`src/include/t8cp_map.svh`:
```
// Register map, field positions, reset values and mode codes of the timer core.
// Assumes a 32-bit Avalon-MM slave with byte addresses, one word per register.
`ifndef T8CP_MAP_SVH
`define T8CP_MAP_SVH

// ------------------------------------------------------------------
// Register byte offsets
// ------------------------------------------------------------------
`define T8CP_OFS_CTRL_A 5'h00
`define T8CP_OFS_CTRL_B 5'h04
`define T8CP_OFS_COUNT  5'h08
`define T8CP_OFS_CMP_A  5'h0C
`define T8CP_OFS_CMP_B  5'h10
`define T8CP_OFS_MASK   5'h14
`define T8CP_OFS_FLAG   5'h18

// ------------------------------------------------------------------
// Field positions
// ------------------------------------------------------------------
`define T8CP_CA_COMA_HI 7
`define T8CP_CA_COMA_LO 6
`define T8CP_CA_COMB_HI 5
`define T8CP_CA_COMB_LO 4
`define T8CP_CB_FORCE_A 7
`define T8CP_CB_FORCE_B 6
`define T8CP_CB_WGM2    3
`define T8CP_FL_OVF     0
`define T8CP_FL_MA      1
`define T8CP_FL_MB      2

// ------------------------------------------------------------------
// Values
// ------------------------------------------------------------------
`define T8CP_BOTTOM     8'h00
`define T8CP_MAX        8'hFF
`define T8CP_RST_BYTE   8'h00
`define T8CP_WGM_NORMAL 3'h0
`define T8CP_WGM_PC_MAX 3'h1
`define T8CP_WGM_CTC    3'h2
`define T8CP_WGM_FP_MAX 3'h3
`define T8CP_WGM_PC_A   3'h5
`define T8CP_WGM_FP_A   3'h7
`define T8CP_PRE_8      10'h007
`define T8CP_PRE_64     10'h03F
`define T8CP_PRE_256    10'h0FF
`define T8CP_PRE_1024   10'h3FF

`endif

```
`src/include/t8cp_pkg.sv`:
```
// Types shared by the timer core: mode enumeration and state record.
// Assumes t8cp_map.svh supplies the numeric constants.
package t8cp_pkg;

  // ------------------------------------------------------------------
  // Counting style derived from the waveform mode
  // ------------------------------------------------------------------
  typedef enum logic [1:0] {T8CP_NORMAL, T8CP_CTC, T8CP_FAST, T8CP_PHASE} t8cp_style_t;

  // ------------------------------------------------------------------
  // Whole state of the core
  // ------------------------------------------------------------------
  typedef struct packed {
    logic [7:0]  cnt;
    logic        up;
    logic [7:0]  ocra;
    logic [7:0]  ocrb;
    logic [7:0]  bufa;
    logic [7:0]  bufb;
    logic [1:0]  coma;
    logic [1:0]  comb;
    logic [1:0]  wgm_lo;
    logic        wgm_hi;
    logic [2:0]  csel;
    logic [2:0]  mask;
    logic [2:0]  flag;
    logic        block;
    logic        oca;
    logic        ocb;
    logic [9:0]  pre;
    logic        ext_prev;
    logic        waitreq;
    logic [31:0] rdata;
    logic [2:0]  irq;
  } t8cp_state_t;

endpackage : t8cp_pkg

```
`src/t8cp_core.sv`:
```
// 8-bit timer/counter with two compare channels and an Avalon-MM register slave.
// Assumes synchronous inputs on clk_sys and an interrupt controller that pulses
// irq_ack for a serviced request.
//
// Functional notes
// - Counter and compare values are 8 bit
// - One flag register, one mask register
// - Tick from prescaler or external pin, selectable
// - Select zero stops counter, value held
// - Bottom indicated at counter 0x00
// - Maximum indicated at counter 0xFF
// - Top is 0xFF or compare A
// - Each tick clears, increments or decrements
// - Counter readable and writable any time
// - CPU counter write beats counting
// - Three-bit waveform mode split over controls
// - Overflow flag per mode, can interrupt
// - Continuous compare against both values
// - Match flag set on following tick
// - Masked flag interrupts, cleared when serviced
// - Writing one clears a flag
// - Outputs from match, mode, action, extremes
// - Compare double buffered only in PWM
// - Buffer loads at top or bottom only
// - CPU reaches buffer or active value
// - Force strobe updates output in non-PWM modes, no flag
// - Counter write blocks next tick's matches
// - Mode zero wraps, overflow at zero
// - Mode two clears on compare A
// - Modes 3/7 single slope fast PWM
// - Action zero leaves output unchanged
`timescale 1ns/1ps
`include "t8cp_map.svh"

module t8cp_core
  import t8cp_pkg::*;
(
  // Clock and reset
  input  wire logic        clk_sys,
  input  wire logic        rstn,
  // Avalon-MM slave
  input  wire logic [4:0]  avs_address,
  input  wire logic        avs_read,
  input  wire logic        avs_write,
  input  wire logic [31:0] avs_writedata,
  input  wire logic [3:0]  avs_byteenable,
  output logic [31:0]      avs_readdata,
  output logic             avs_waitrequest,
  // Interrupt requests {match_b, match_a, overflow} and service acknowledge
  output logic [2:0]       irq_req,
  input  wire logic [2:0]  irq_ack,
  // Pins
  input  wire logic        external_count_input,
  output logic             compare_a_output,
  output logic             compare_b_output
);

  // ------------------------------------------------------------------
  // State
  // ------------------------------------------------------------------
  t8cp_state_t s_q;
  t8cp_state_t s_d;

  // ------------------------------------------------------------------
  // Decoded helpers
  // ------------------------------------------------------------------
  logic [2:0]  wgm;
  t8cp_style_t style;
  logic        pwm;
  logic [7:0]  top;
  logic        at_top;
  logic        at_bot;
  logic        at_max;
  logic        hit_a;
  logic        hit_b;
  logic        tick;
  logic        bus_go;
  logic        wr_en;
  logic [2:0]  fl_set;
  logic [2:0]  fl_clr;
  logic [7:0]  wbyte;

  // Waveform mode split over both control registers
  assign wgm = {s_q.wgm_hi, s_q.wgm_lo};
  // PWM modes are the odd codes; reserved codes count as normal
  assign pwm = wgm[0];
  // Top is the fixed maximum or compare A
  assign top = (wgm == `T8CP_WGM_PC_A || wgm == `T8CP_WGM_FP_A) ? s_q.ocra : `T8CP_MAX;
  assign at_top = (s_q.cnt == top);
  assign at_bot = (s_q.cnt == `T8CP_BOTTOM);
  assign at_max = (s_q.cnt == `T8CP_MAX);
  // Comparators run every cycle, ticks only sample them
  assign hit_a = (s_q.cnt == s_q.ocra) && !s_q.block;
  assign hit_b = (s_q.cnt == s_q.ocrb) && !s_q.block;
  // A write is taken on the edge where waitrequest is low
  assign bus_go = !s_q.waitreq;
  assign wr_en = bus_go && avs_write && avs_byteenable[0];
  assign wbyte = avs_writedata[7:0];

  // Counting style from the waveform mode
  always_comb begin
    case (wgm)
      `T8CP_WGM_CTC:    style = T8CP_CTC;
      `T8CP_WGM_FP_MAX: style = T8CP_FAST;
      `T8CP_WGM_FP_A:   style = T8CP_FAST;
      `T8CP_WGM_PC_MAX: style = T8CP_PHASE;
      `T8CP_WGM_PC_A:   style = T8CP_PHASE;
      default:          style = T8CP_NORMAL;
    endcase
  end

  // Tick source select; an external edge ticks on the first clock that samples it
  always_comb begin
    case (s_q.csel)
      3'h0:    tick = 1'b0;
      3'h1:    tick = 1'b1;
      3'h2:    tick = ((s_q.pre & `T8CP_PRE_8) == `T8CP_PRE_8);
      3'h3:    tick = ((s_q.pre & `T8CP_PRE_64) == `T8CP_PRE_64);
      3'h4:    tick = ((s_q.pre & `T8CP_PRE_256) == `T8CP_PRE_256);
      3'h5:    tick = (s_q.pre == `T8CP_PRE_1024);
      3'h6:    tick = s_q.ext_prev && !external_count_input;
      default: tick = !s_q.ext_prev && external_count_input;
    endcase
  end

  // ------------------------------------------------------------------
  // Next-state logic
  // ------------------------------------------------------------------
  always_comb begin
    s_d = s_q;
    fl_set = 3'h0;
    fl_clr = 3'h0;
    s_d.pre = s_q.pre + 10'h001;
    s_d.ext_prev = external_count_input;

    // Counter, direction and buffer loads on a tick
    if (tick) begin
      s_d.block = 1'b0;
      case (style)
        T8CP_CTC: begin
          if (s_q.cnt == s_q.ocra) begin
            s_d.cnt = `T8CP_BOTTOM;
          end else begin
            s_d.cnt = s_q.cnt + 8'h01;
          end
          if (at_max) begin
            fl_set[`T8CP_FL_OVF] = 1'b1;
          end
        end
        T8CP_FAST: begin
          if (at_top) begin
            s_d.cnt = `T8CP_BOTTOM;
            s_d.ocra = s_q.bufa;
            s_d.ocrb = s_q.bufb;
            fl_set[`T8CP_FL_OVF] = 1'b1;
          end else begin
            s_d.cnt = s_q.cnt + 8'h01;
          end
        end
        T8CP_PHASE: begin
          if (s_q.up && at_top) begin
            s_d.up = 1'b0;
            s_d.cnt = s_q.cnt - 8'h01;
            s_d.ocra = s_q.bufa;
            s_d.ocrb = s_q.bufb;
          end else if (!s_q.up && at_bot) begin
            s_d.up = 1'b1;
            s_d.cnt = s_q.cnt + 8'h01;
            fl_set[`T8CP_FL_OVF] = 1'b1;
          end else if (s_q.up) begin
            s_d.cnt = s_q.cnt + 8'h01;
          end else begin
            s_d.cnt = s_q.cnt - 8'h01;
          end
        end
        default: begin
          s_d.cnt = s_q.cnt + 8'h01;
          if (at_max) begin
            fl_set[`T8CP_FL_OVF] = 1'b1;
          end
        end
      endcase

      // Match flags on the tick after the counter reached the value
      fl_set[`T8CP_FL_MA] = hit_a;
      fl_set[`T8CP_FL_MB] = hit_b;

      // Waveform generation per channel
      case (style)
        T8CP_FAST: begin
          if (s_q.coma == 2'h1 && wgm == `T8CP_WGM_FP_A && hit_a) begin
            s_d.oca = !s_q.oca;
          end else if (s_q.coma[1] && hit_a) begin
            s_d.oca = s_q.coma[0];
          end else if (s_q.coma[1] && at_top) begin
            s_d.oca = !s_q.coma[0];
          end
          if (s_q.comb[1] && hit_b) begin
            s_d.ocb = s_q.comb[0];
          end else if (s_q.comb[1] && at_top) begin
            s_d.ocb = !s_q.comb[0];
          end
        end
        T8CP_PHASE: begin
          // Up-count match drives the action level, down-count its inverse
          if (s_q.coma[1] && hit_a) begin
            s_d.oca = s_q.up ? s_q.coma[0] : !s_q.coma[0];
          end
          if (s_q.comb[1] && hit_b) begin
            s_d.ocb = s_q.up ? s_q.comb[0] : !s_q.comb[0];
          end
        end
        default: begin
          if (hit_a) begin
            case (s_q.coma)
              2'h1:    s_d.oca = !s_q.oca;
              2'h2:    s_d.oca = 1'b0;
              2'h3:    s_d.oca = 1'b1;
              default: s_d.oca = s_q.oca;
            endcase
          end
          if (hit_b) begin
            case (s_q.comb)
              2'h1:    s_d.ocb = !s_q.ocb;
              2'h2:    s_d.ocb = 1'b0;
              2'h3:    s_d.ocb = 1'b1;
              default: s_d.ocb = s_q.ocb;
            endcase
          end
        end
      endcase
    end

    // Bus handshake: one wait cycle, then the answer edge
    s_d.waitreq = 1'b1;
    if (s_q.waitreq && (avs_read || avs_write)) begin
      s_d.waitreq = 1'b0;
      s_d.rdata = 32'h0000_0000;
      case (avs_address)
        `T8CP_OFS_CTRL_A: s_d.rdata[7:0] = {s_q.coma, s_q.comb, 2'h0, s_q.wgm_lo};
        `T8CP_OFS_CTRL_B: s_d.rdata[7:0] = {4'h0, s_q.wgm_hi, s_q.csel};
        `T8CP_OFS_COUNT:  s_d.rdata[7:0] = s_q.cnt;
        `T8CP_OFS_CMP_A:  s_d.rdata[7:0] = pwm ? s_q.bufa : s_q.ocra;
        `T8CP_OFS_CMP_B:  s_d.rdata[7:0] = pwm ? s_q.bufb : s_q.ocrb;
        `T8CP_OFS_MASK:   s_d.rdata[7:0] = {5'h00, s_q.mask};
        `T8CP_OFS_FLAG:   s_d.rdata[7:0] = {5'h00, s_q.flag};
        default:          s_d.rdata = 32'h0000_0000;
      endcase
    end

    // Register writes, applied after the tick so the CPU wins except against a flag set
    if (wr_en) begin
      case (avs_address)
        `T8CP_OFS_CTRL_A: begin
          s_d.coma = wbyte[`T8CP_CA_COMA_HI:`T8CP_CA_COMA_LO];
          s_d.comb = wbyte[`T8CP_CA_COMB_HI:`T8CP_CA_COMB_LO];
          s_d.wgm_lo = wbyte[1:0];
        end
        `T8CP_OFS_CTRL_B: begin
          s_d.csel = wbyte[2:0];
          s_d.wgm_hi = wbyte[`T8CP_CB_WGM2];
          // Force strobes act only in non-PWM modes and never set a flag
          if (!pwm && wbyte[`T8CP_CB_FORCE_A]) begin
            case (s_q.coma)
              2'h1:    s_d.oca = !s_q.oca;
              2'h2:    s_d.oca = 1'b0;
              2'h3:    s_d.oca = 1'b1;
              default: s_d.oca = s_q.oca;
            endcase
          end
          if (!pwm && wbyte[`T8CP_CB_FORCE_B]) begin
            case (s_q.comb)
              2'h1:    s_d.ocb = !s_q.ocb;
              2'h2:    s_d.ocb = 1'b0;
              2'h3:    s_d.ocb = 1'b1;
              default: s_d.ocb = s_q.ocb;
            endcase
          end
        end
        `T8CP_OFS_COUNT: begin
          s_d.cnt = wbyte;
          s_d.block = 1'b1;
        end
        `T8CP_OFS_CMP_A: begin
          s_d.bufa = wbyte;
          if (!pwm) begin
            s_d.ocra = wbyte;
          end
        end
        `T8CP_OFS_CMP_B: begin
          s_d.bufb = wbyte;
          if (!pwm) begin
            s_d.ocrb = wbyte;
          end
        end
        `T8CP_OFS_MASK: s_d.mask = wbyte[2:0];
        `T8CP_OFS_FLAG: fl_clr = wbyte[2:0];
        default: ;
      endcase
    end

    // Flags: a set in the same cycle beats any clear
    s_d.flag = (s_q.flag & ~(fl_clr | irq_ack)) | fl_set;
    // Requests follow the new flags, gated by the mask as it stood
    s_d.irq = s_d.flag & s_q.mask;
  end

  // ------------------------------------------------------------------
  // State register
  // ------------------------------------------------------------------
  always_ff @(posedge clk_sys) begin
    if (!rstn) begin
      s_q <= '0;
      s_q.up <= 1'b1;
      s_q.waitreq <= 1'b1;
    end else begin
      s_q <= s_d;
    end
  end

  // ------------------------------------------------------------------
  // Outputs straight from the state register
  // ------------------------------------------------------------------
  assign avs_readdata = s_q.rdata;
  assign avs_waitrequest = s_q.waitreq;
  assign irq_req = s_q.irq;
  assign compare_a_output = s_q.oca;
  assign compare_b_output = s_q.ocb;

endmodule : t8cp_core

```
`config.mk`:
```
export PLATFORM = sky130hd
export DESIGN_NAME = t8cp_core
export DESIGN_NICKNAME = d
export VERILOG_FILES = /design/src/include/t8cp_pkg.sv /design/src/t8cp_core.sv
export VERILOG_INCLUDE_DIRS = /design/src /design/src/include
export SDC_FILE = /design/constraint.sdc
export NUM_CORES = 1
export LEC_CHECK = 0
export ABC_AREA = 1
export BUFFER_PORTS_ARGS = -buffer_cell sky130_fd_sc_hd__buf_2
export CAP_MARGIN = 15
export CORE_ASPECT_RATIO = 2
export CORE_MARGIN = 2
export CORE_UTILIZATION = 40
export DETAILED_ROUTE_END_ITERATION = 10
export PLACE_DENSITY = 0.63
export RECOVER_POWER = 100
export SLEW_MARGIN = 20
export SYNTH_ARGS = -nofsm -noshare
export SYNTH_HDL_FRONTEND = slang
export SYNTH_SLANG_ARGS = --single-unit
```
`constraint.sdc`:
```
create_clock -name clk_sys -period 2.7 [get_ports clk_sys]
set_input_delay 0.27 -clock clk_sys [delete_from_list [all_inputs] [get_ports clk_sys]]
set_output_delay 0.27 -clock clk_sys [all_outputs]
set_load 0.01 [all_outputs]
```
==> results.json, run 1 <==
{
  "antenna_found_initial": 0,
  "synth.area.top_cells": "dfxtp_1, nand2_1, inv_1",
  "yosysMostFrequentCell": "nand2_1",
  "grt.overflow.total": 0,
  "rows": 59,
  "ir_drop_mv": 0.3672,
  "place_area_sq_um": 5527,
  "dp.cells": 976,
  "drc": 4,
  "ys_ff_latch": 83,
  "path_depth": 15,
  "synth_edf_count": 0,
  "drtIter0Drc": 405,
  "finalCritPeriodShare_pct": 85.43,
  "finalSetupViolCount": 0,
  "wire_per_inst_um": 16.82,
  "crit_top_cell": "nand2_1",
  "cts_hold_buf": 0,
  "period_minus_slack_ps": 2307,
  "synth_top_area_share_pct": 30.99,
  "drv_slew": 27,
  "max_slew.worst_pin.slew_ps": 1523,
  "htreeDepth": 3,
  "cp-end-kind": "flop",
  "slowest_stage": "dfxtp_1",
  "crit_family": "simple AND/OR/NAND/NOR gates",
  "synth_cells": 812,
  "cts_resized": 0,
  "rsz0062_at_grt": "false",
  "synth_common_cells": "nand2_1, inv_1, dfxtp_1",
  "clk_latency_ps": 350,
  "core_sq_um": 13070,
  "multi_input_area_sq_um": 2858,
  "grt_pass1_wl_mm": 26.28,
  "yosys.area.top_type": "dfxtp_1",
  "diodes": 0,
  "start_util_pct": 41.03,
  "finalHoldViolCount": 0,
  "fin_util_pct": 44.09,
  "cap_violations": 1,
  "drtAntennaViolNets": 0,
  "rr_worst_depth": 15,
  "crit_path_start": "s_q[37]$_SDFF_PN0_",
  "crit_end": "s_q[92]$_SDFF_PN0_",
  "syn_avg_cell_area_sq_um": 6.603,
  "required_ps": 2940,
  "max_stage_delay_ps": 360,
  "stdcell_count": 992,
  "hold_slack_ps": 134.5,
  "drt_first_pass_iters": 9,
  "met1_length_mm": 5.858,
  "max_freq_mhz": 433.6,
  "finalWeightedCongestion": 0.9555,
  "syn_area_sq_um": 5361,
  "synth_warnings": 0,
  "slew_headroom_pct": -1.528,
  "register_area_sq_um": 1662,
  "power_density_nw_per_um2": 479.4,
  "cts_setup_buffers": 0,
  "fin_area_sq_um": 5761,
  "wirelength_mm": 16.69,
  "pre_cts_ws_ps": 552.5,
  "crit_arrival_ps": 2550,
  "final_nets": 889,
  "cts.sinks": 83,
  "num_io_pins": 87,
  "num_vias": 5289,
  "ys_seq_area_share_pct": 30.99,
  "drive_gt1_share_pct": 10.48,
  "cts_buffers": 9,
  "dieArea_sq_um": 14400,
  "die_x_um": 85.87,
  "cts_tree": "done",
  "grt_pass1_vias": 5063,
  "cp_num_buf_inv": 2,
  "fp.dieH_um": 167.7,
  "top_layer": "met4",
  "areaGrowthSynthToFinish_pct": 7.444,
  "synth_flop_cell": "dfxtp_1",
  "status": "complete, but fails checks",
  "fin_ws_ps": 393.5,
  "regToRegSetupSlack_ps": 390,
  "totalPowerFinal_mw": 2.762,
  "crit_fanout": 9,
  "cts_buffer_depth": 2,
  "rr_startpoint": "s_q[37]$_SDFF_PN0_",
  "tns_ps": 0,
  "vias_per_cell": 5.332,
  "grt_max_degree": 55,
  "async_flop_share_pct": 0,
  "crit_path_start_kind": "flop",
  "p_leak_nw": 2.581,
  "violations": "DRC, capacitance limit, slew limit",
  "finalClockSkew_ps": 5.678,
  "wl_met3_um": 687,
  "n_fill_cell": 1387,
  "clkSlewWorstSetupHoldPaths_ps": 60,
  "worstPathCellList": "ha_1 > nand2_1 > nor2_1 > nand3_1 > nor2_1 > nand2_1 > nand2_1 > nand2_1 > nand2_1 > nand2_1 > clkinv_2 > clkbuf_2 > nand3b_1 > o21bai_1 > a21oi_1",
  "wl_met2_mm": 8.692,
  "grt_usage_pct": 23.75,
  "cts-root-buf": "clkbuf_16",
  "hold_class": "primary input to flop",
  "dp_hpwl_mm": 12.70,
  "synth_cell_types": 47,
  "portBuffers": 35,
  "worstReg2RegEnd": "s_q[92]$_SDFF_PN0_",
  "critPathKind": "flop to flop"
}
-- layer usage --
metal,global-route usage (%),up-vias
li1,-,2615
met1,23.43,2414
met2,42.74,186
met3,3.154,74
met4,18.91,0
met5,0,-
-- registers in the layout, summed over array words and instances (netlist names) --
register,cells
compare_b_output,1
pwm,1
irq_req,3
avs_readdata,8
avs_waitrequest,1
compare_a_output,1
s_q,68
-- worst min path at each step --
stage / start / end / slack [ps] / depth (start not counted)
6_report: external_count_input / s_q[36]$_SDFF_PN0_ / 130 / 3
5_1_grt: external_count_input / s_q[36]$_SDFF_PN0_ / 170 / 3
4_1_cts: external_count_input / s_q[36]$_SDFF_PN0_ / 130 / 3
3_5_place_dp: s_q[37]$_SDFF_PN0_ / s_q[37]$_SDFF_PN0_ / 440 / 1
3_3_place_gp: s_q[37]$_SDFF_PN0_ / s_q[37]$_SDFF_PN0_ / 430 / 1
2_1_floorplan: external_count_input / s_q[36]$_SDFF_PN0_ / 360 / 2
-- power breakdown --
group | total (mW) | switching [mW] | internal, mW | leakage [nW]
sequential | 1.24 | 0.00599 | 1.23 | 0.670
combinational | 0.152 | 0.113 | 0.0387 | 1.75
clock | 1.37 | 0.531 | 0.841 | 0.156
-- worst reg2reg max path: stages, from the launching register on --
cell and delay [ps]:
dfxtp_1 360, ha_1 180, nand2_1 50, nor2_1 170
nand3_1 190, nor2_1 120, nand2_1 80, nand2_1 60
nand2_1 50, nand2_1 60, nand2_1 110, clkinv_2 140
clkbuf_2 270, nand3b_1 160, o21bai_1 140, a21oi_1 50
-- kinds of logic after synthesis --
| logic type | Yosys count | share of synthesized area [%] |
|---|---|---|
| DFF | 83 | 30.99 |
| other | 1 | 0.06994 |
| buffers and inverters | 181 | 16.29 |
| adders and majority gates | 5 | 1.167 |
| and+or+nand+nor | 339 | 28.38 |
| AOI/OAI and AO/OA | 186 | 20.33 |
| xor gates and xnor gates | 17 | 2.777 |
-- cell type report --
type,instances,area share [%]
multi-input cells,571,49.61
flip-flops and latches,83,28.84
repair buffers,52,4.800
well taps,152,3.301
inverters,118,7.754
clock buffers,11,4.214
clock inverters,5,1.477
-- placed cells by master (no fill, tap or decap), types with 11 or more instances in the layout --
cell / instances
nand2_1: 186
buf_2: 20
o21ai_0: 70
nor2_1: 60
a21oi_1: 65
clkbuf_1: 20
conb_1: 24
xor2_1: 16
nor3_1: 15
inv_2: 11
dfxtp_1: 83
nand3_1: 40
inv_1: 104
No activity file was read; power rests on OpenSTA's default activity.
==> run 2, diff against run 1 <==
--- a/config.mk
+++ b/config.mk
@@ -13,7 +13,7 @@
 export CORE_MARGIN = 2
 export CORE_UTILIZATION = 40
 export DETAILED_ROUTE_END_ITERATION = 10
-export PLACE_DENSITY = 0.63
+export PLACE_DENSITY = 0.61
 export RECOVER_POWER = 100
 export SLEW_MARGIN = 20
 export SYNTH_ARGS = -nofsm -noshare
==> constraint.sdc (replaced) <==
create_clock -name clk_sys -period 2.7 [get_ports clk_sys]
set_input_delay 0.27 -clock clk_sys [delete_from_list [all_inputs] [get_ports clk_sys]]
set_output_delay 0.27 -clock clk_sys [all_outputs]
set_load 0.1 [all_outputs]
==> run 2 against run 1 <==
The run ends with DRC left. Non-clock buffer count up 3. Total power up 1.1%. Fmax down 1.8%. Sequential share of layout area down 0.050 points. Combinational power up 91%. Register-to-register slack worse by 40 ps. Clock-buffer cell count unchanged. Cell count up 0.30%. Die area unchanged. Final area up 0.17%. Critical path type unchanged. Critical endpoint is now avs_readdata[2]$_SDFFE_PN0P_. Largest cell class unchanged.
==> results.json, run 2 (same netlist as run 1, synthesis figures left out) <==
{
  "cts.sinks": 83,
  "fp.dieH_um": 167.7,
  "grt_max_degree": 55,
  "required_ps": 2950,
  "finalCritPeriodShare_pct": 86.96,
  "finalHoldViolCount": 0,
  "n_fill_cell": 1426,
  "clkSlewWorstSetupHoldPaths_ps": 60,
  "period_minus_slack_ps": 2348,
  "drtIter0Drc": 296,
  "wire_per_inst_um": 16.80,
  "cts_tree": "done",
  "largest_reg_flops": 68,
  "drv_slew": 0,
  "grt.overflow.total": 0,
  "num_vias": 5281,
  "areaGrowthSynthToFinish_pct": 7.631,
  "power_switching_mw": 0.7762,
  "finalClockSkew_ps": 5.383,
  "cts_setup_buffers": 0,
  "vias_per_cell": 5.308,
  "crit_fanout": 17,
  "ir_drop_mv": 0.3820,
  "dp_hpwl_mm": 12.94,
  "p_int_mw": 2.017,
  "drt_first_pass_iters": 8,
  "drtAntennaViolNets": 0,
  "finalWeightedCongestion": 0.9930,
  "hold_class": "primary input to flop",
  "grt_pass1_vias": 5206,
  "die_x_um": 85.87,
  "cts_buffer_depth": 2,
  "seq_power_share_pct": 44.3,
  "cts_resized": 0,
  "rsz0062_at_grt": "false",
  "clkPwrFrac_pct": 45.3,
  "cts_hold_buf": 0,
  "crit_arrival_ps": 2600,
  "wirelength_mm": 16.71,
  "grt_pass1_wl_mm": 26.83,
  "swShare_pct": 27.79,
  "layout_common_cells": "nand2_1, inv_1, dfxtp_1",
  "diodes": 0,
  "rows": 59,
  "htreeDepth": 3,
  "cp-end-kind": "flop",
  "start_util_pct": 41.03,
  "power_density_nw_per_um2": 484.1,
  "antenna_found_initial": 0,
  "comb_power_share_pct": 10.4,
  "cap_violations": 0,
  "drive_gt1_share_pct": 11.03,
  "core_sq_um": 13070,
  "portBuffers": 35,
  "p_leak_nw": 2.591,
  "cts-root-buf": "clkbuf_16",
  "status": "complete, but fails checks",
  "final_nets": 892,
  "crit_path_start_kind": "flop",
  "max_slew.worst_pin.slew_ps": 1180,
  "regMostFlops": "s_q",
  "register_area_sq_um": 1662,
  "violations": "DRC",
  "finalSetupViolCount": 0,
  "drc": 1,
  "layout_commonest_cell": "nand2_1",
  "clk_latency_ps": 340,
  "fin_area_sq_um": 5771,
  "tns_ps": 0,
  "grt_usage_pct": 24.23,
  "critPathKind": "flop to flop",
  "place_area_sq_um": 5549,
  "multi_input_area_sq_um": 2858,
  "cts_buffers": 9,
  "slew_headroom_pct": 21.69,
  "dieArea_sq_um": 14400,
  "num_io_pins": 87,
  "max_freq_mhz": 425.9
}
run 2: cell count changes in the layout (fill, tap and decap cells not counted), sizes merged:
| cell | before | now |
|---|---|---|
| buf | 31 | 37 |
| clkbuf | 32 | 29 |
| bufinv | 2 | 1 |
| clkinv | 3 | 4 |
| clkinvlp | 1 | 2 |
| inv | 117 | 116 |
run 2: worst paths after layout:
check	from	endpoint	slack, ps	cells after the start
setup reg to reg	pwm$_SDFFE_PN0P_	avs_readdata[2]$_SDFFE_PN0P_	350	9
setup / recovery	pwm$_SDFFE_PN0P_	avs_readdata[2]$_SDFFE_PN0P_	350	9
hold / removal	external_count_input	s_q[36]$_SDFF_PN0_	150	3
hold reg to reg	s_q[37]$_SDFF_PN0_	s_q[37]$_SDFF_PN0_	460	1
run 2: worst max-delay path, cell delays in order (launching register included):
cell and delay [ps]:
dfxtp_1 320, buf_4 200, inv_1 390, clkbuf_1 540, nor2_1 80, a211oi_1 310, nor3_1 100, o211ai_1 110
nand2_1 90, a21oi_1 120
run 2: stage by stage:
step                      hold slack, ps  util, %  power (mW)  std cells  setup WS [ps]
after CTS                          141.5    44.81       2.813        995          544.4
final                              146.2    44.16       2.793        995          352.0
after detailed placement           445.5    42.47       1.556        979          547.1
after global routing               152.1    44.16       2.883        995          173.2
after global placement             434.0    42.47       1.555        979          535.1
after floorplan                    363.5        -       1.518        835          646.4
run 2: final cells by class:
class	count	share of cell area, %
clock inverter	5	1.084
inverter	118	7.741
timing repair buffer	55	5.356
multi-input combinational	571	49.52
sequential	83	28.79
clock buffer	11	4.206
tap	152	3.296
run 2: power groups by stage:
stage / clock network (mW) / logic, mW / registers, mW
floorplan: 0 / 0.246 / 1.27
global placement: 0 / 0.289 / 1.27
detailed placement: 0 / 0.290 / 1.27
CTS: 1.28 / 0.291 / 1.24
global route: 1.34 / 0.305 / 1.24
finish: 1.27 / 0.290 / 1.24
run 2: metal layers:
layer | vias to the layer above | part of all wire, % | track usage [%]
li1 | 2625 | - | -
met1 | 2431 | 36 | 24.14
met2 | 154 | 53 | 43.55
met3 | 71 | 3.2 | 2.612
met4 | 0 | 8.6 | 19.74
met5 | - | 0 | 0
==> run 3, diff against run 2 <==
--- a/config.mk
+++ b/config.mk
@@ -14,7 +14,6 @@
 export CORE_UTILIZATION = 40
 export DETAILED_ROUTE_END_ITERATION = 10
 export PLACE_DENSITY = 0.61
-export RECOVER_POWER = 100
 export SLEW_MARGIN = 20
 export SYNTH_ARGS = -nofsm -noshare
 export SYNTH_HDL_FRONTEND = slang
==> run 3 against run 2 <==
The run still ends with DRC left. Via count rose by 0.34%. Clock power barely moved. Clock skew fell by 0.77 ps. Combinational power barely moved. Sequential share of layout area fell by 0.41 points. Sequential cell count did not move. Clock-buffer cell count did not move. Fmax rose by 7.0%. Global-route usage did not move. Critical endpoint is now irq_req[0]$_SDFF_PN0_.
==> results.json, run 3 (same netlist as run 1, synthesis figures left out) <==
{
  "max_stage_delay_ps": 590,
  "critPathKind": "flop to flop",
  "finalWeightedCongestion": 0.9930,
  "power_density_nw_per_um2": 478.9,
  "finalClockSkew_ps": 4.612,
  "clk_latency_ps": 340,
  "antenna_found_initial": 0,
  "grt_pass1_wl_mm": 26.83,
  "grt_pass1_vias": 5206,
  "drt_first_pass_iters": 8,
  "rsz0062_at_grt": "false",
  "hold_class": "primary input to flop",
  "final_nets": 892,
  "fp.dieH_um": 167.7,
  "worstPathCellList": "ha_1 > nand3_1 > nor2_1 > nand3_1 > o21ai_0 > nand4_1 > a21oi_1 > inv_1 > nor2_1",
  "required_ps": 2970,
  "rr_worst_depth": 9,
  "drive_gt1_share_pct": 14.71,
  "finalSetupViolCount": 0,
  "drc": 1,
  "layout_common_cells": "nand2_1, inv_1, dfxtp_1",
  "hold_slack_ps": 143.0,
  "cts_setup_buffers": 0,
  "slowest_stage": "dfxtp_1",
  "grt_busiest_layer": "met2",
  "cts_buffer_depth": 2,
  "drv_slew": 0,
  "die_x_um": 85.87,
  "cts_resized": 0,
  "rr_startpoint": "s_q[99]$_SDFF_PN0_",
  "dp_hpwl_mm": 12.94,
  "drtIter0Drc": 319,
  "hp-start": "external_count_input",
  "crit_path_start_kind": "flop",
  "period_minus_slack_ps": 2194,
  "cts.sinks": 83,
  "worstReg2RegEnd": "irq_req[0]$_SDFF_PN0_",
  "wirelength_mm": 16.76,
  "crit_fanout": 7,
  "portBuffers": 35,
  "status": "complete, but fails checks",
  "max_freq_mhz": 455.8,
  "cts_buffers": 9,
  "start_util_pct": 41.03,
  "dieArea_sq_um": 14400,
  "whs_endpoint": "s_q[36]$_SDFF_PN0_",
  "clkSlewWorstSetupHoldPaths_ps": 60,
  "met2_usage_pct": 43.55,
  "num_io_pins": 87,
  "diodes": 0,
  "cts-root-buf": "clkbuf_16",
  "grt_usage_pct": 24.23,
  "p_leak_nw": 2.691,
  "whs_path_depth": 3,
  "slew_headroom_pct": 48.55,
  "grt.overflow.total": 0,
  "met3_usage_pct": 2.612,
  "htreeDepth": 3,
  "violations": "DRC",
  "largest_reg_flops": 68,
  "vias_per_cell": 5.326,
  "regMostFlops": "s_q",
  "grt_max_degree": 55,
  "tns_ps": 0,
  "crit_arrival_ps": 2460,
  "layout_commonest_cell": "nand2_1",
  "num_vias": 5299,
  "drtAntennaViolNets": 0,
  "cap_violations": 0,
  "wire_per_inst_um": 16.84,
  "max_slew.worst_pin.slew_ps": 767.0,
  "rows": 59,
  "cts_hold_buf": 0,
  "areaGrowthSynthToFinish_pct": 9.195,
  "core_sq_um": 13070,
  "finalCritPeriodShare_pct": 81.26,
  "cp-end-kind": "flop",
  "ir_drop_mv": 0.3858,
  "regToRegSetupSlack_ps": 510,
  "cts_tree": "done",
  "finalHoldViolCount": 0,
  "grt_use_met1_pct": 24.14
}
run 3: where the power goes:
part	internal [mW]	total (mW)	switching, mW
clock network	0.746	1.27	0.527
registers	1.23	1.24	0.00600
logic	0.0417	0.293	0.251
total	2.02	2.80	0.784
run 3: worst max path at each step:
stage | start | to | slack, ps
2_1_floorplan | avs_waitrequest$_SDFF_PN1_ | s_q[93]$_SDFF_PN0_ | 650
3_3_place_gp | s_q[99]$_SDFF_PN0_ | irq_req[0]$_SDFF_PN0_ | 540
3_5_place_dp | s_q[99]$_SDFF_PN0_ | irq_req[0]$_SDFF_PN0_ | 550
4_1_cts | s_q[99]$_SDFF_PN0_ | irq_req[0]$_SDFF_PN0_ | 540
5_1_grt | s_q[99]$_SDFF_PN0_ | s_q[105]$_SDFF_PN0_ | 320
6_report | s_q[99]$_SDFF_PN0_ | irq_req[0]$_SDFF_PN0_ | 510
run 3: through the flow:
step | util, % | cells | setup WS (ps) | instance area (sq um) | power (mW)
after global routing | 44.81 | 995 | 321.5 | 5854 | 2.887
after CTS | 44.81 | 995 | 544.4 | 5854 | 2.813
after global placement | 42.47 | 979 | 535.1 | 5549 | 1.555
final | 44.81 | 995 | 505.9 | 5854 | 2.804
after floorplan | - | 835 | 646.4 | 5448 | 1.518
after detailed placement | 42.47 | 979 | 547.1 | 5549 | 1.556
run 3: per-layer routing:
layer / up-vias / routed length (um)
met5: - / 0
met2: 173 / 8790
li1: 2622 / -
met3: 68 / 605
met4: 0 / 1420
met1: 2436 / 5941
run 3: critical path: cells and delay by family, from the launching register on:
family          cells  cell delay, ps
fa+ha+maj           1             270
flops               1             590
buf+inv             1              70
compound gates      2             470
simple gates        5             730
run 3: layout make-up:
class	instances	area, sq um
clock buffers	11	242.7
clock inverters	5	62.56
fillers	1400	7212
inverters	118	446.7
multi-input cells	571	2913
flip-flops and latches	83	1662
well taps	152	190.2
repair buffers	55	337.8
